$ cat src/logic/pfv_pkg.sv
// Package: command codes, reset values, tables and types for the config block
package pfv_pkg;

  // ==========================================================
  // Command codes and register indices
  localparam logic [7:0] CMD_FREQ = 8'h33;
  localparam logic [7:0] CMD_VON = 8'h35;
  localparam logic [7:0] CMD_VOFF = 8'h36;
  localparam logic [7:0] CMD_VOV = 8'h55;
  localparam logic [7:0] CMD_VUV = 8'h58;
  localparam logic [7:0] CMD_PHASE = 8'hF5;
  localparam logic [7:0] CMD_RVIN = 8'hF7;
  localparam int NREG = 7;
  localparam logic [2:0] IDX_FREQ = 3'h0;
  localparam logic [2:0] IDX_VON = 3'h1;
  localparam logic [2:0] IDX_VOFF = 3'h2;
  localparam logic [2:0] IDX_VOV = 3'h3;
  localparam logic [2:0] IDX_VUV = 3'h4;
  localparam logic [2:0] IDX_PHASE = 3'h5;
  localparam logic [2:0] IDX_RVIN = 3'h6;

  typedef logic [15:0] pfv_word_t;
  localparam pfv_word_t RST_VAL [NREG] = '{16'hFB52, 16'hCB40, 16'hCB00,
    16'hD3E0, 16'hCB26, 16'h0010, 16'h03E8};

  // ==========================================================
  // Phase and gain byte layout
  localparam int PH_LSB = 0;
  localparam int SHARE_BIT = 4;
  localparam int GAIN_LSB = 5;
  localparam logic [2:0] PH_RSVD = 3'h7;
  localparam logic [8:0] PH0_DEG [8] = '{9'h000, 9'h05A, 9'h000, 9'h000,
    9'h078, 9'h03C, 9'h078, 9'h000};
  localparam logic [8:0] PH1_DEG [8] = '{9'h0B4, 9'h10E, 9'h0F0, 9'h078,
    9'h0F0, 9'h0F0, 9'h12C, 9'h000};
  localparam logic [3:0] GAIN_X [4] = '{4'h2, 4'h4, 4'h8, 4'h0};
  localparam logic [5:0] RANGE_MV [4] = '{6'h32, 6'h14, 6'h05, 6'h00};

  // ==========================================================
  // Frequency word table, first entry is external oscillator
  localparam int NFREQ = 9;
  localparam pfv_word_t FREQ_CODE [NFREQ] = '{16'h0000, 16'hF3E8,
    16'hFABC, 16'hFB52, 16'hFBE8, 16'h023F, 16'h028A, 16'h02EE, 16'h03E8};
  localparam logic [9:0] FREQ_KHZ [NFREQ] = '{10'h000, 10'h0FA, 10'h15E,
    10'h1A9, 10'h1F4, 10'h23F, 10'h28A, 10'h2EE, 10'h3E8};
  localparam pfv_word_t FREQ_EXT = 16'h0000;

  // ==========================================================
  // Serial link states, Gray coded along the write path
  typedef enum logic [2:0] {
    ST_IDLE = 3'h0, ST_ADDR = 3'h1, ST_ACKA = 3'h3, ST_CMD = 3'h2,
    ST_ACKC = 3'h6, ST_WR = 3'h7, ST_RD = 3'h5, ST_MACK = 3'h4
  } pfv_state_t;

  typedef struct packed {
    logic [3:0] gain_x;
    logic [5:0] range_mv;
    logic share_en;
    logic [8:0] ph0_deg;
    logic [8:0] ph1_deg;
    logic ext_osc;
    logic [9:0] freq_khz;
  } pfv_cfg_t;

  typedef struct packed {
    logic busy_fault;
    logic pll_unlock;
    logic vin_ov_fault;
    logic vin_uv_warn;
    logic conv_en;
  } pfv_stat_t;

endpackage

$ cat src/logic/pfv_config_top.sv
// Phase, frequency and input-voltage configuration behind the serial link
`timescale 1ns/1ps
module pfv_config_top #(
  parameter logic [6:0] DEV_ADDR = 7'h4F
) (
  input wire logic core_clk,
  input wire logic arst_n,
  input wire logic scl_pin,
  input wire logic sda_in,
  output logic sda_out,
  output logic sda_oe,
  input wire logic sync_pin,
  input wire logic [1:0] run_pin,
  input wire logic [1:0] chan_cmd_on,
  input wire logic [15:0] vin_meas,
  input wire logic pll_locked,
  input wire logic clear_faults,
  output logic sync_fall,
  output logic share_clk_out,
  output logic share_clk_oe,
  output pfv_pkg::pfv_cfg_t cfg,
  output pfv_pkg::pfv_stat_t stat
);

  // ==========================================================
  // Reset release and pin synchronisers
  logic [1:0] rst_ff;
  logic rst_n;
  logic [4:0] pin_m, pin_s;
  logic [2:0] pin_d;
  logic scl_s, scl_d, sda_s, sda_d, sync_s, sync_d;
  logic [1:0] run_s;

  always_ff @(posedge core_clk or negedge arst_n)
    if (!arst_n)
      rst_ff <= 2'h0;
    else
      rst_ff <= {rst_ff[0], 1'b1};
  assign rst_n = rst_ff[1];

  always_ff @(posedge core_clk or negedge rst_n)
    if (!rst_n)
    begin
      // Link lines reset to their idle high level: no false edge
      pin_m <= 5'h18;
      pin_s <= 5'h18;
      pin_d <= 3'h6;
    end
    else
    begin
      pin_m <= {scl_pin, sda_in, sync_pin, run_pin};
      pin_s <= pin_m;
      pin_d <= pin_s[4:2];
    end
  assign {scl_s, sda_s, sync_s, run_s} = pin_s;
  assign {scl_d, sda_d, sync_d} = pin_d;

  always_ff @(posedge core_clk or negedge rst_n)
    if (!rst_n)
      sync_fall <= 1'b0;
    else
      sync_fall <= sync_d & ~sync_s;

  // ==========================================================
  // Command decode helpers
  logic scl_rise, scl_fall, start, stop, busy;
  assign scl_rise = scl_s & ~scl_d;
  assign scl_fall = ~scl_s & scl_d;
  assign start = scl_s & scl_d & sda_d & ~sda_s;
  assign stop = scl_s & scl_d & ~sda_d & sda_s;
  // Running means a run pin high with its channel commanded on
  assign busy = |(run_s & chan_cmd_on);

  function automatic logic [3:0] cmd_idx(input logic [7:0] c);
    case (c)
      pfv_pkg::CMD_FREQ: cmd_idx = {1'b1, pfv_pkg::IDX_FREQ};
      pfv_pkg::CMD_VON: cmd_idx = {1'b1, pfv_pkg::IDX_VON};
      pfv_pkg::CMD_VOFF: cmd_idx = {1'b1, pfv_pkg::IDX_VOFF};
      pfv_pkg::CMD_VOV: cmd_idx = {1'b1, pfv_pkg::IDX_VOV};
      pfv_pkg::CMD_VUV: cmd_idx = {1'b1, pfv_pkg::IDX_VUV};
      pfv_pkg::CMD_PHASE: cmd_idx = {1'b1, pfv_pkg::IDX_PHASE};
      pfv_pkg::CMD_RVIN: cmd_idx = {1'b1, pfv_pkg::IDX_RVIN};
      default: cmd_idx = 4'h0;
    endcase
  endfunction

  function automatic logic [10:0] freq_look(input pfv_pkg::pfv_word_t w);
    freq_look = 11'h000;
    for (int i = 0; i < pfv_pkg::NFREQ; i++)
      if (w == pfv_pkg::FREQ_CODE[i])
        freq_look = {1'b1, pfv_pkg::FREQ_KHZ[i]};
  endfunction

  // Linear word to unsigned fixed point with 16 fraction bits
  function automatic logic [41:0] l11_fix(input pfv_pkg::pfv_word_t w);
    logic [41:0] m;
    m = w[10] ? 42'h0 : {32'h0, w[9:0]};
    l11_fix = m << {~w[15], w[14:11]};
  endfunction

  // ==========================================================
  // Serial link slave
  pfv_pkg::pfv_state_t state;
  pfv_pkg::pfv_word_t regs [pfv_pkg::NREG];
  logic [3:0] bit_cnt;
  logic [7:0] shreg, cmd;
  logic [1:0] nbytes;
  logic [15:0] wbuf;
  logic rd_mode, rd_idx, ack_ok, mnack, refused, wr_seen;
  logic [2:0] idx;
  logic [1:0] need;
  logic guarded, busy_evt, commit, byte_end;
  pfv_pkg::pfv_word_t rd_word;

  logic [3:0] cmd_dec, sh_dec;
  assign cmd_dec = cmd_idx(cmd);
  assign sh_dec = cmd_idx(shreg);
  assign idx = cmd_dec[2:0];
  assign guarded = (idx == pfv_pkg::IDX_PHASE) | (idx == pfv_pkg::IDX_FREQ);
  // Phase byte takes one data byte, every other word exactly two
  assign need = (idx == pfv_pkg::IDX_PHASE) ? 2'h1 : 2'h2;
  assign rd_word = regs[idx];
  assign byte_end = scl_fall & (state == pfv_pkg::ST_WR) & (bit_cnt == 4'h8);
  assign busy_evt = byte_end & guarded & busy;
  assign commit = (start | stop) & wr_seen & ~refused & (nbytes == need);

  always_ff @(posedge core_clk or negedge rst_n)
    if (!rst_n)
    begin
      state <= pfv_pkg::ST_IDLE;
      bit_cnt <= 4'h0;
      shreg <= 8'h00;
      cmd <= 8'h00;
      nbytes <= 2'h0;
      wbuf <= 16'h0000;
      rd_mode <= 1'b0;
      rd_idx <= 1'b0;
      ack_ok <= 1'b0;
      mnack <= 1'b0;
      refused <= 1'b0;
      wr_seen <= 1'b0;
      sda_oe <= 1'b0;
    end
    else if (start | stop)
    begin
      state <= start ? pfv_pkg::ST_ADDR : pfv_pkg::ST_IDLE;
      bit_cnt <= 4'h0;
      wr_seen <= 1'b0;
      sda_oe <= 1'b0;
    end
    else if (scl_rise)
    begin
      if (state == pfv_pkg::ST_MACK)
        mnack <= sda_s;
      else if (state == pfv_pkg::ST_ADDR || state == pfv_pkg::ST_CMD ||
               state == pfv_pkg::ST_WR)
      begin
        shreg <= {shreg[6:0], sda_s};
        bit_cnt <= bit_cnt + 4'h1;
      end
    end
    else if (scl_fall)
      case (state)
        pfv_pkg::ST_ADDR:
          if (bit_cnt == 4'h8)
          begin
            if (shreg[7:1] == DEV_ADDR)
            begin
              sda_oe <= 1'b1;
              rd_mode <= shreg[0];
              state <= pfv_pkg::ST_ACKA;
            end
            else
              state <= pfv_pkg::ST_IDLE;
          end
        pfv_pkg::ST_ACKA:
          if (rd_mode)
          begin
            state <= pfv_pkg::ST_RD;
            rd_idx <= 1'b0;
            sda_oe <= ~rd_word[7];
            bit_cnt <= 4'h1;
          end
          else
          begin
            state <= pfv_pkg::ST_CMD;
            sda_oe <= 1'b0;
            bit_cnt <= 4'h0;
            nbytes <= 2'h0;
            refused <= 1'b0;
          end
        pfv_pkg::ST_CMD:
          if (bit_cnt == 4'h8)
          begin
            cmd <= shreg;
            ack_ok <= sh_dec[3];
            sda_oe <= sh_dec[3];
            state <= pfv_pkg::ST_ACKC;
          end
        pfv_pkg::ST_ACKC:
        begin
          sda_oe <= 1'b0;
          bit_cnt <= 4'h0;
          state <= ack_ok ? pfv_pkg::ST_WR : pfv_pkg::ST_IDLE;
        end
        pfv_pkg::ST_WR:
          if (bit_cnt == 4'h8)
          begin
            wr_seen <= 1'b1;
            state <= pfv_pkg::ST_ACKC;
            if (guarded & busy)
            begin
              refused <= 1'b1;
              ack_ok <= 1'b0;
              sda_oe <= 1'b0;
            end
            else if (nbytes < need)
            begin
              if (nbytes == 2'h0)
                wbuf[7:0] <= shreg;
              else
                wbuf[15:8] <= shreg;
              nbytes <= nbytes + 2'h1;
              sda_oe <= 1'b1;
            end
            else
            begin
              refused <= 1'b1;
              ack_ok <= 1'b0;
              sda_oe <= 1'b0;
            end
          end
        pfv_pkg::ST_RD:
          if (bit_cnt == 4'h8)
          begin
            sda_oe <= 1'b0;
            state <= pfv_pkg::ST_MACK;
          end
          else
          begin
            sda_oe <= rd_idx ? ~rd_word[4'hF - bit_cnt]
                             : ~rd_word[4'h7 - bit_cnt];
            bit_cnt <= bit_cnt + 4'h1;
          end
        pfv_pkg::ST_MACK:
          if (mnack)
            state <= pfv_pkg::ST_IDLE;
          else
          begin
            state <= pfv_pkg::ST_RD;
            rd_idx <= ~rd_idx;
            sda_oe <= rd_idx ? ~rd_word[7] : ~rd_word[15];
            bit_cnt <= 4'h1;
          end
        default:
          state <= pfv_pkg::ST_IDLE;
      endcase

  always_ff @(posedge core_clk or negedge rst_n)
    if (!rst_n)
      sda_out <= 1'b0;
    else
      sda_out <= 1'b0;

  // ==========================================================
  // Register storage
  logic [10:0] fnew;
  logic freq_chg;
  assign fnew = freq_look(wbuf);
  assign freq_chg = commit & (idx == pfv_pkg::IDX_FREQ) & fnew[10] &
                    (wbuf != regs[pfv_pkg::IDX_FREQ]);

  always_ff @(posedge core_clk or negedge rst_n)
    if (!rst_n)
    begin
      for (int i = 0; i < pfv_pkg::NREG; i++)
        regs[i] <= pfv_pkg::RST_VAL[i];
    end
    else if (commit)
      case (idx)
        pfv_pkg::IDX_PHASE:
          regs[idx] <= {8'h00, wbuf[7:3], (wbuf[2:0] == pfv_pkg::PH_RSVD)
            ? regs[idx][2:0] : wbuf[2:0]};
        pfv_pkg::IDX_FREQ:
          if (fnew[10])
            regs[idx] <= wbuf;
        default:
          regs[idx] <= wbuf;
      endcase

  // ==========================================================
  // Decoded configuration outputs
  logic [7:0] pcfg;
  logic [10:0] fcur;
  assign pcfg = regs[pfv_pkg::IDX_PHASE][7:0];
  assign fcur = freq_look(regs[pfv_pkg::IDX_FREQ]);

  always_ff @(posedge core_clk or negedge rst_n)
    if (!rst_n)
      cfg <= '0;
    else
    begin
      cfg.gain_x <= pfv_pkg::GAIN_X[pcfg[pfv_pkg::GAIN_LSB +: 2]];
      cfg.range_mv <= pfv_pkg::RANGE_MV[pcfg[pfv_pkg::GAIN_LSB +: 2]];
      cfg.share_en <= pcfg[pfv_pkg::SHARE_BIT];
      cfg.ph0_deg <= pfv_pkg::PH0_DEG[pcfg[pfv_pkg::PH_LSB +: 3]];
      cfg.ph1_deg <= pfv_pkg::PH1_DEG[pcfg[pfv_pkg::PH_LSB +: 3]];
      cfg.ext_osc <= regs[pfv_pkg::IDX_FREQ] == pfv_pkg::FREQ_EXT;
      cfg.freq_khz <= fcur[9:0];
    end

  // ==========================================================
  // Input voltage supervision and status
  logic [41:0] vin_fx;
  logic vin_ok, powered_once, busy_fault, pll_unlock, ov_fault, uv_warn;
  assign vin_fx = l11_fix(vin_meas);

  always_ff @(posedge core_clk or negedge rst_n)
    if (!rst_n)
    begin
      vin_ok <= 1'b0;
      powered_once <= 1'b0;
    end
    else
    begin
      if (vin_fx >= l11_fix(regs[pfv_pkg::IDX_VON]))
        vin_ok <= 1'b1;
      else if (vin_fx <= l11_fix(regs[pfv_pkg::IDX_VOFF]))
        vin_ok <= 1'b0;
      powered_once <= powered_once | vin_ok;
    end

  // Released only once input is good; otherwise power-up only
  always_ff @(posedge core_clk or negedge rst_n)
    if (!rst_n)
      share_clk_oe <= 1'b1;
    else if (pcfg[pfv_pkg::SHARE_BIT])
      share_clk_oe <= ~vin_ok;
    else
      share_clk_oe <= ~powered_once;

  always_ff @(posedge core_clk or negedge rst_n)
    if (!rst_n)
      share_clk_out <= 1'b0;
    else
      share_clk_out <= 1'b0;

  // Event set wins over a clear in the same cycle
  always_ff @(posedge core_clk or negedge rst_n)
    if (!rst_n)
    begin
      busy_fault <= 1'b0;
      pll_unlock <= 1'b0;
      ov_fault <= 1'b0;
      uv_warn <= 1'b0;
    end
    else
    begin
      if (busy_evt)
        busy_fault <= 1'b1;
      else if (clear_faults)
        busy_fault <= 1'b0;
      if (freq_chg)
        pll_unlock <= 1'b1;
      else if (pll_locked)
        pll_unlock <= 1'b0;
      if (vin_fx > l11_fix(regs[pfv_pkg::IDX_VOV]))
        ov_fault <= 1'b1;
      else if (clear_faults)
        ov_fault <= 1'b0;
      uv_warn <= powered_once & (|chan_cmd_on) &
        (vin_fx < l11_fix(regs[pfv_pkg::IDX_VUV]));
    end
  assign stat = {busy_fault, pll_unlock, ov_fault, uv_warn, vin_ok};
endmodule // pfv_config_top

$ cat config.mk
export PLATFORM = sky130hd
export DESIGN_NAME = pfv_config_top
export DESIGN_NICKNAME = d
export VERILOG_FILES = /design/src/logic/pfv_pkg.sv /design/src/logic/pfv_config_top.sv
export SDC_FILE = /design/constraint.sdc
export NUM_CORES = 1
export LEC_CHECK = 0
export BUFFER_PORTS_ARGS = -buffer_cell sky130_fd_sc_hd__buf_2
export CAP_MARGIN = 20
export CORE_MARGIN = 1.5
export CORE_UTILIZATION = 30
export CTS_BUF_LIST = sky130_fd_sc_hd__clkbuf_16
export DETAILED_ROUTE_END_ITERATION = 7
export HOLD_SLACK_MARGIN = 0.03
export SLEW_MARGIN = 10
export SYNTH_ARGS = -nofsm -noshare
export SYNTH_HDL_FRONTEND = slang
export SYNTH_SLANG_ARGS = --single-unit
$ cat constraint.sdc
create_clock -name core_clk -period 6.75 [get_ports core_clk]
set_input_delay 1.35 -clock core_clk [delete_from_list [all_inputs] [get_ports core_clk]]
set_output_delay 1.35 -clock core_clk [all_outputs]
set_load 0.005 [all_outputs]
* Word-level counts from Yosys, hierarchy flattened
Memories as Yosys holds them, arrays and structs flattened. A register that Yosys moved wholly into a read port is not among the register bits. Cells that the tools add are included.
Storage, ports and cells: flip-flop bits (word level) 205, memory bits (read-only) 144, input bits 27, output and inout port bits 50, logic and storage cells 324, memories 2
Operators by class: $add $sub $neg 4, order comparisons 10, eq/ne operators 63, shifts and indexed selects 5, multiplexer cells 111, bitwise logic cells 51, reductions and logical operators 40
Memories:
- (no name shown) | depth 8, bits a word 9, read ports 1, clocked after Yosys merged registers in 1, wr ports 0, RTL line pfv_config_top.sv:307 | cfg.ph1_deg <= pfv_pkg::PH1_DEG[pcfg[pfv_pkg::PH_LSB +: 3]];
- (no name shown) | depth 8, bits a word 9, read ports 1, clocked after Yosys merged registers in 1, wr ports 0, RTL line pfv_config_top.sv:306 | cfg.ph0_deg <= pfv_pkg::PH0_DEG[pcfg[pfv_pkg::PH_LSB +: 3]];
Operator list (count):
- bitwise mux 112 bit | 2
- case mux 112 bit (2 select lines) | 1
- left shift 10 x 5 -> 42 bit | 5
- two-way mux 10 bit | 13
- == test 16 x 10 -> 1 bit, second input constant | 8
- == test 16 bit, second input constant | 8
- two-way mux 112 bit | 1
- two-way mux 11 bit | 9
- binary-select mux 16 bit (select 3 bit) | 1
- demux 16 bit (select 3 bit) | 1
- == test 8 x 6 -> 1 bit, second input constant | 6
- two-way mux 16 bit | 3
- greater-or-equal comparator 42 bit | 1
- greater-than comparator 42 bit | 1
- less-or-equal comparator 42 bit | 1
- < comparator 42 bit | 1
- two-way mux 1 bit | 40
- two-way mux 4 bit | 9
- == test 8 x 7 -> 1 bit, second input constant | 4
- == test 8 bit, second input constant | 4
- zero test 16 bit | 2
- AND reduction 8 bit | 4
- two-way mux 3 bit | 10
- case mux 4 bit (7 select lines) | 1
- 55 further kinds | 148

* Logic depth before layout (Yosys ltp)
Gate-level depths: netlist (run 1).
word-level depth 15, depth in mapped cells 19, mapped depth without buffers 17

* Worst setup path before layout (run 1)
OpenSTA, ideal clock, no wires.
kind input to register, from in vin_meas[11], to reg vin_ok, setup time 0.143 ns, arrival time 4.719 ns, required time 6.607 ns, setup slack 1.888 ns, cell stages on the path 16, buffers on the path 2, path through clkbuf_1 clkbuf_1 mux2i_1 mux2i_1 mux2i_1 or2_2 mux2_2 nor2_1 ha_1 a21o_1 a21o_1 a221o_1 o31ai_1 a21boi_0 o41ai_1 o211ai_1
On the way: longest elaborated chain between the ends 3, elaborated cells on any way between the ends 5, classes of those cells order compare (2); shift (1); mux (1); reduce/logical (1)
RTL lines:
- start, declared | RTL line pfv_config_top.sv:15 | input wire logic [15:0] vin_meas,
- left shift 10 x 5 -> 42 bit (*) | RTL line pfv_config_top.sv:98 | l11_fix = m << {~w[15], w[14:11]};
- greater-or-equal comparator 42 bit / less-or-equal comparator 42 bit (equally long branches) | RTL line pfv_config_top.sv:326, pfv_config_top.sv:328
- two-way mux 1 bit / nonzero test 2 bit (equally long branches)
- end signal, assigned | RTL line pfv_config_top.sv:321 | vin_ok <= 1'b0;
- end signal, assigned | RTL line pfv_config_top.sv:327 | vin_ok <= 1'b1;
- end signal, assigned | RTL line pfv_config_top.sv:329 | vin_ok <= 1'b0;
- end, declared | RTL line pfv_config_top.sv:315 | logic vin_ok, powered_once, busy_fault, pll_unlock, ov_fault, uv_warn;
Every way passes the cells marked *; elsewhere a longest branch is shown, timed or not. A chain may end at the register's enable or synchronous reset.

* Worst setup path in the final report (run 1)
Ends and elaborated chain as after synthesis.

==> results of run 1 <==
[worst reg2reg max path: stages (launching register included)]
cell	delay [ps]
dfrtp_1	670
or4_1	640
o32a_1	300
or4_1	430
a2111oi_2	360
o21ai_1	160
o21ai_2	180
and3_1	830
mux2_2	430
[metal layers]
layer  wire length, µm  up-vias
li1                  -     7216
met5                 0        -
met3              4090      114
met2             27730      589
met4              2245        0
met1             27680     7774
[cell families after synthesis]
| kind of cell | after synthesis | synth area share, % |
|---|---|---|
| mux | 240 | 15.58 |
| buf+inv | 185 | 4.554 |
| other cells | 2 | 0.04231 |
| compound gates | 447 | 16.90 |
| fa+ha+maj | 174 | 12.27 |
| xor+xnor | 23 | 1.135 |
| simple gates | 699 | 19.27 |
| flops | 212 | 30.25 |
[through the flow]
step           hold slack, ps  utilization, %  cells
4_1_cts                 289.9           33.31   2737
6_report                267.7           33.31   2737
3_3_place_gp            281.0           31.82   2686
3_5_place_dp            287.6           31.83   2687
2_1_floorplan           331.2               -   1989
5_1_grt                 322.4           33.31   2737
[where the power goes]
| part | leakage [nW] | internal (W) | total, W | switching (W) |
|---|---|---|---|---|
| Sequential | 2.68 | 0.00133 | 0.00146 | 0.000131 |
| Combinational | 5.28 | 0.000250 | 0.000600 | 0.000350 |
| Clock | 0.438 | 0.000810 | 0.00142 | 0.000613 |
[worst min-delay path by stage]
stage	from	end	slack [ps]	cells after the start
2_1_floorplan	pin_m[0]$_DFF_PN0_	pin_s[0]$_DFF_PN0_	330	0
3_3_place_gp	rst_ff[1]$_DFF_PN0_	cfg[14]$_DFF_PN0_	280	0
3_5_place_dp	rst_ff[1]$_DFF_PN0_	cfg[25]$_DFF_PN0_	290	0
4_1_cts	rst_ff[1]$_DFF_PN0_	cfg[14]$_DFF_PN0_	290	0
5_1_grt	rst_ff[1]$_DFF_PN0_	cfg[14]$_DFF_PN0_	320	0
6_report	rst_ff[1]$_DFF_PN0_	cfg[14]$_DFF_PN0_	270	0
[placed cells by master, fill, tap and decap left out, drive strengths merged, types with 38 or more instances in the layout]
| cell type | netlist | layout |
|---|---|---|
| a21o | 53 | 53 |
| a21oi | 101 | 101 |
| a22oi | 44 | 44 |
| buf | 44 | 75 |
| dfrtp | 161 | 161 |
| dfstp | 51 | 51 |
| ha | 174 | 174 |
| inv | 38 | 48 |
| mux2 | 178 | 178 |
| mux2i | 55 | 55 |
| nand2 | 229 | 229 |
| nand2b | 38 | 38 |
| nand4 | 49 | 49 |
| nor2 | 166 | 166 |
| o21ai | 74 | 74 |
[cell type report]
| type | instances | area, µm² |
|---|---|---|
| fillers | 6018 | 38770 |
| clock inverters | 23 | 181.4 |
| flip-flops and latches | 212 | 5373 |
| repair buffers | 75 | 405.4 |
| well taps | 765 | 957.2 |
| inverters | 43 | 161.4 |
| multi-input cells | 1592 | 11610 |
| clock buffers | 27 | 675.6 |
==> results.toml, run 1 <==
[setup_path]
reg2reg_slack_ps = 2640
critPathTopFamily = "compound AO/OA/AOI/OAI gates"
crit_path_start = "vin_meas[11]"
r2r_cells = 8
critPathBufInv = 1
cp-end-kind = "flop"
cp_max_fo = 15
crit_end = "vin_ok$_DFFE_PN0P_"
required_ps = 7190
cp.depth = 15
crit_top_cell = "mux2i_1"
slowest_stage = "nor2_1"
path_cells = "buf_2 > mux2i_1 > mux2i_1 > mux2i_1 > or2_2 > mux2_2 > nor2_1 > ha_1 > a21o_1 > a21o_1 > a221o_1 > o31ai_1 > a21boi_0 > o41ai_1 > o211ai_1"
cpPeakStageDelay_ps = 440
cp.arrival_ps = 4980
r2r-start = "wbuf[3]$_DFFE_PN0P_"
worst_setup_path_start_kind = "input port"
setup.worst_path.class = "input port to flop"

[route]
drt-total-wl_mm = 61.76
dr.pass1.iters = 8
ant_nets = 0
wire_per_inst_um = 22.56
viasPerCell = 5.734
drc = 0
vias = 15690
drt_iter0_markers = 1620

[global_routing]
top_usage_layer = "met2"
grtUsageMet1_pct = 27.27
antenna_found_initial = 0
grtUsageMet3_pct = 2.887
track_usage_pct = 19.91
gr-total-overflow = 0
use_met2_pct = 31.77
grt_pass1_wl_mm = 92.33
grt_max_degree = 179
grt_pass1_vias = 14890

[clock_tree]
root_buffer = "clkbuf_16"
clk_path_buf_depth = 3
clk_pin_slew_ps = 70
cts-resized-gates = 0
htree_num_levels = 1
cts_tree = "built"
cts_setup_buffers = 0
holdBufCountCts = 0
cts_num_sinks = 212
cts_made_buffers = 27
clk_latency_ps = 580

[sta]
tns_ps = 0
fin_crit_ps = 4539
finalSetupViolations = 0
tightest_slew_ps = 1151
setup_ws_ps = 2211
rsz0062_at_grt = "no"
skew_ps = 24.67
period_share_pct = 67.25
fmaxAchievable_mhz = 220.3
hold_violations = 0
final_max_slew_viol_count = 0
slew-limit-headroom_pct = 22.95

[floorplanning]
io_pins = 77
die_h_um = 246.2
num_rows = 88
start_util_pct = 30.53
coreArea_um2 = 58140
fp.dieW_um = 246.2
die_area_um2 = 60630

[run]
max-cap-violations = 0

[synth]
synth_seq_cells = 212
synth_common_cells = "226 x nand2_1, 174 x ha_1, 165 x nor2_1, 161 x dfrtp_1, 144 x mux2_2"
synth_cells = 1982
synth_top_area_share_pct = 22.70
synth_edf_count = 0
yosysSeqAreaShare_pct = 30.25
yosys.area.top_type = "dfrtp_1"
synth_area_leaders = "dfrtp_1 23%, ha_1 12%, mux2_2 9.1%, dfstp_2 7.6%, nand2_1 4.8%"
yosysWarnings = 0
synth_area_um2 = 17750
synth_flop_cell = "dfrtp_1"
syn_avg_cell_area_um2 = 8.955
async_flop_share_pct = 100.0
synth_cell_type_count = 80
yosysMostFrequentCell = "nand2_1"

[layout]
design_area_um2 = 19360
diodes = 0
nNetsFinal = 2152
drive_gt1_share_pct = 18.26
areaGrowthSynthToFinish_pct = 9.101

[pwr]
vdd_ir_drop_max_mv = 0.1495
leakagePower_nw = 8.400
p_per_area_nw_per_um2 = 179.7
power_w = 0.003480

[min_path]
hold_path.class = "flop to async pin"

[placed_design]
dp_hpwl_mm = 45.82
portBuffers = 68
routabilityCongestion = 0.9744
dp_slack_ps = 1624
place_area_um2 = 18510

[status]
status = "completed"
Note: power is estimated with default switching activity, not from simulation.
==> run 2: changes to the inputs <==
==> constraint.sdc (replaced) <==
create_clock -name core_clk -period 4.76 [get_ports core_clk]
set_input_delay 0.952 -clock core_clk [delete_from_list [all_inputs] [get_ports core_clk]]
set_output_delay 0.952 -clock core_clk [all_outputs]
set_load 0.005 [all_outputs]
==> run 2 against run 1 <==
  * Flip-flop and latch count did not move
  * Sequential power increased by 42%
  * Setup slack got worse by 1600 ps
  * Die area is the same
  * Combinational power rose by 45%
  * Via count grew 0.23%
  * Cell area increased by 1.3%
  * Critical path depth fell by 2
  * Clock-buffer cell count is the same
  * Largest cell class unchanged
  * Largest power group unchanged
==> results.toml, run 2 (synthesized netlist as in run 1, its figures left out) <==
[global_routing]
gr-total-overflow = 0
grt_max_degree = 92
track_usage_pct = 20.05
grt_pass1_wl_mm = 92.75
antenna_found_initial = 0
grt_pass1_vias = 14780

[run]
max-cap-violations = 0

[status]
status = "completed"

[clock_tree]
cts-resized-gates = 0
cts_setup_buffers = 0
cts_tree = "built"
clk_latency_ps = 540
cts_made_buffers = 26
htree_num_levels = 1
clk_pin_slew_ps = 80
clk_path_buf_depth = 3
root_buffer = "clkbuf_16"
holdBufCountCts = 0
cts_num_sinks = 212

[layout]
fin_cells = 2771
diodes = 0
drive_gt1_share_pct = 19.69
mostFrequentLayoutCells = "226 x nand2_1, 174 x ha_1, 165 x nor2_1, 160 x dfrtp_1, 144 x mux2_2"
layout_commonest_cell = "nand2_1"
nNetsFinal = 2187
areaGrowthSynthToFinish_pct = 10.57

[route]
vias = 15730
viasPerCell = 5.676
ant_nets = 0
drt-total-wl_mm = 61.64
dr.pass1.iters = 5
drt_iter0_markers = 1352
drc = 0
wire_per_inst_um = 22.25

[floorplanning]
die_area_um2 = 60630
num_rows = 88
start_util_pct = 30.53
die_h_um = 246.2
io_pins = 77
fp.dieW_um = 246.2
coreArea_um2 = 58140

[sta]
skew_ps = 17.52
finalSetupViolations = 0
hold-worst-slack_ps = 182.7
fin_crit_ps = 4161
slew-limit-headroom_pct = 32.39
period_share_pct = 87.41
rsz0062_at_grt = "no"
final_max_slew_viol_count = 0
fmaxAchievable_mhz = 240.3
tns_ps = 0
hold_violations = 0
tightest_slew_ps = 1014

[setup_path]
required_ps = 5170
cp_max_fo = 18
crit_top_cell = "a21o_1"
cpPeakStageDelay_ps = 830
cp.arrival_ps = 4570
slowest_stage = "dfstp_2"
path_cells = "mux4_2 > a21oi_1 > o22ai_1 > mux2_2 > nand2_1 > ha_1 > a21o_1 > a21o_1 > a221o_1 > o31ai_1 > a21boi_0 > o41ai_1 > o211ai_1"
setup.worst_path.class = "flop to flop"
critPathBufInv = 0
worst_setup_path_start_kind = "flop"
cp-end-kind = "flop"
critPathTopFamily = "compound AO/OA/AOI/OAI gates"

[placed_design]
placed_cells = 2722
dp_hpwl_mm = 46.72
routabilityCongestion = 0.9703
portBuffers = 68

[pwr]
p_per_area_nw_per_um2 = 249.8
power_w = 0.004901
leakagePower_nw = 8.577
vdd_ir_drop_max_mv = 0.2356

[min_path]
hold_path.class = "input port to async pin"
## run 2: final cells by class
type                    count  area [µm²]
well taps                 765       957.2
repair buffers            111       688.2
clock inverters            21       161.4
fillers                  6038       38510
clock buffers              27       675.6
flip-flops and latches    212        5373
inverters                  43       161.4
multi-input cells        1592       11610
## run 2: path summary, 6_finish.rpt
path | startpoint | end | slack, ps | depth (start not counted)
worst max-delay path | regs[75]$_DFFE_PN1P_ | vin_ok$_DFFE_PN0P_ | 600 | 13
worst min-delay path | arst_n | rst_ff[0]$_DFF_PN0_ | 180 | 1
worst max register to register | regs[75]$_DFFE_PN1P_ | vin_ok$_DFFE_PN0P_ | 600 | 13
worst min register to register | rst_ff[1]$_DFF_PN0_ | cfg[13]$_DFF_PN0_ | 330 | 0
max in group asynchronous | rst_ff[1]$_DFF_PN0_ | async pin | 3190 | 2
min in group core_clk | pin_m[1]$_DFF_PN0_ | pin_s[1]$_DFF_PN0_ | 350 | 0
## run 2: power by group
group / internal [W] / switching [W]
clock network: 0.00114 / 0.000827
registers: 0.00188 / 0.000188
logic: 0.000366 / 0.000504
## run 2: per-layer routing
metal  vias up  track usage [%]  wire (µm)
met5         -                0          0
met2       681            31.58      27580
met1      7656            27.61      27200
li1       7283                -          -
met4         0            6.857       2372
met3       109            3.279       4480
## run 2: worst reg2reg max path: cells and delay by family, from the launching register on
family	cells	cell delay [ps]
flip-flops	1	830
adder cells (fa/ha/maj)	1	240
AO/OA/AOI/OAI	9	1900
AND/OR/NAND/NOR	1	100
multiplexers	2	970
## run 2: through the flow
stage | util, % | cell area (µm²) | worst slack [ps]
finish | 33.76 | 19620 | 599.4
CTS | 33.72 | 19600 | 653.2
floorplan | - | 17780 | 296.2
global placement | 32.28 | 18770 | 181.8
global route | 33.76 | 19620 | 316.5
detailed placement | 32.28 | 18770 | 104.2
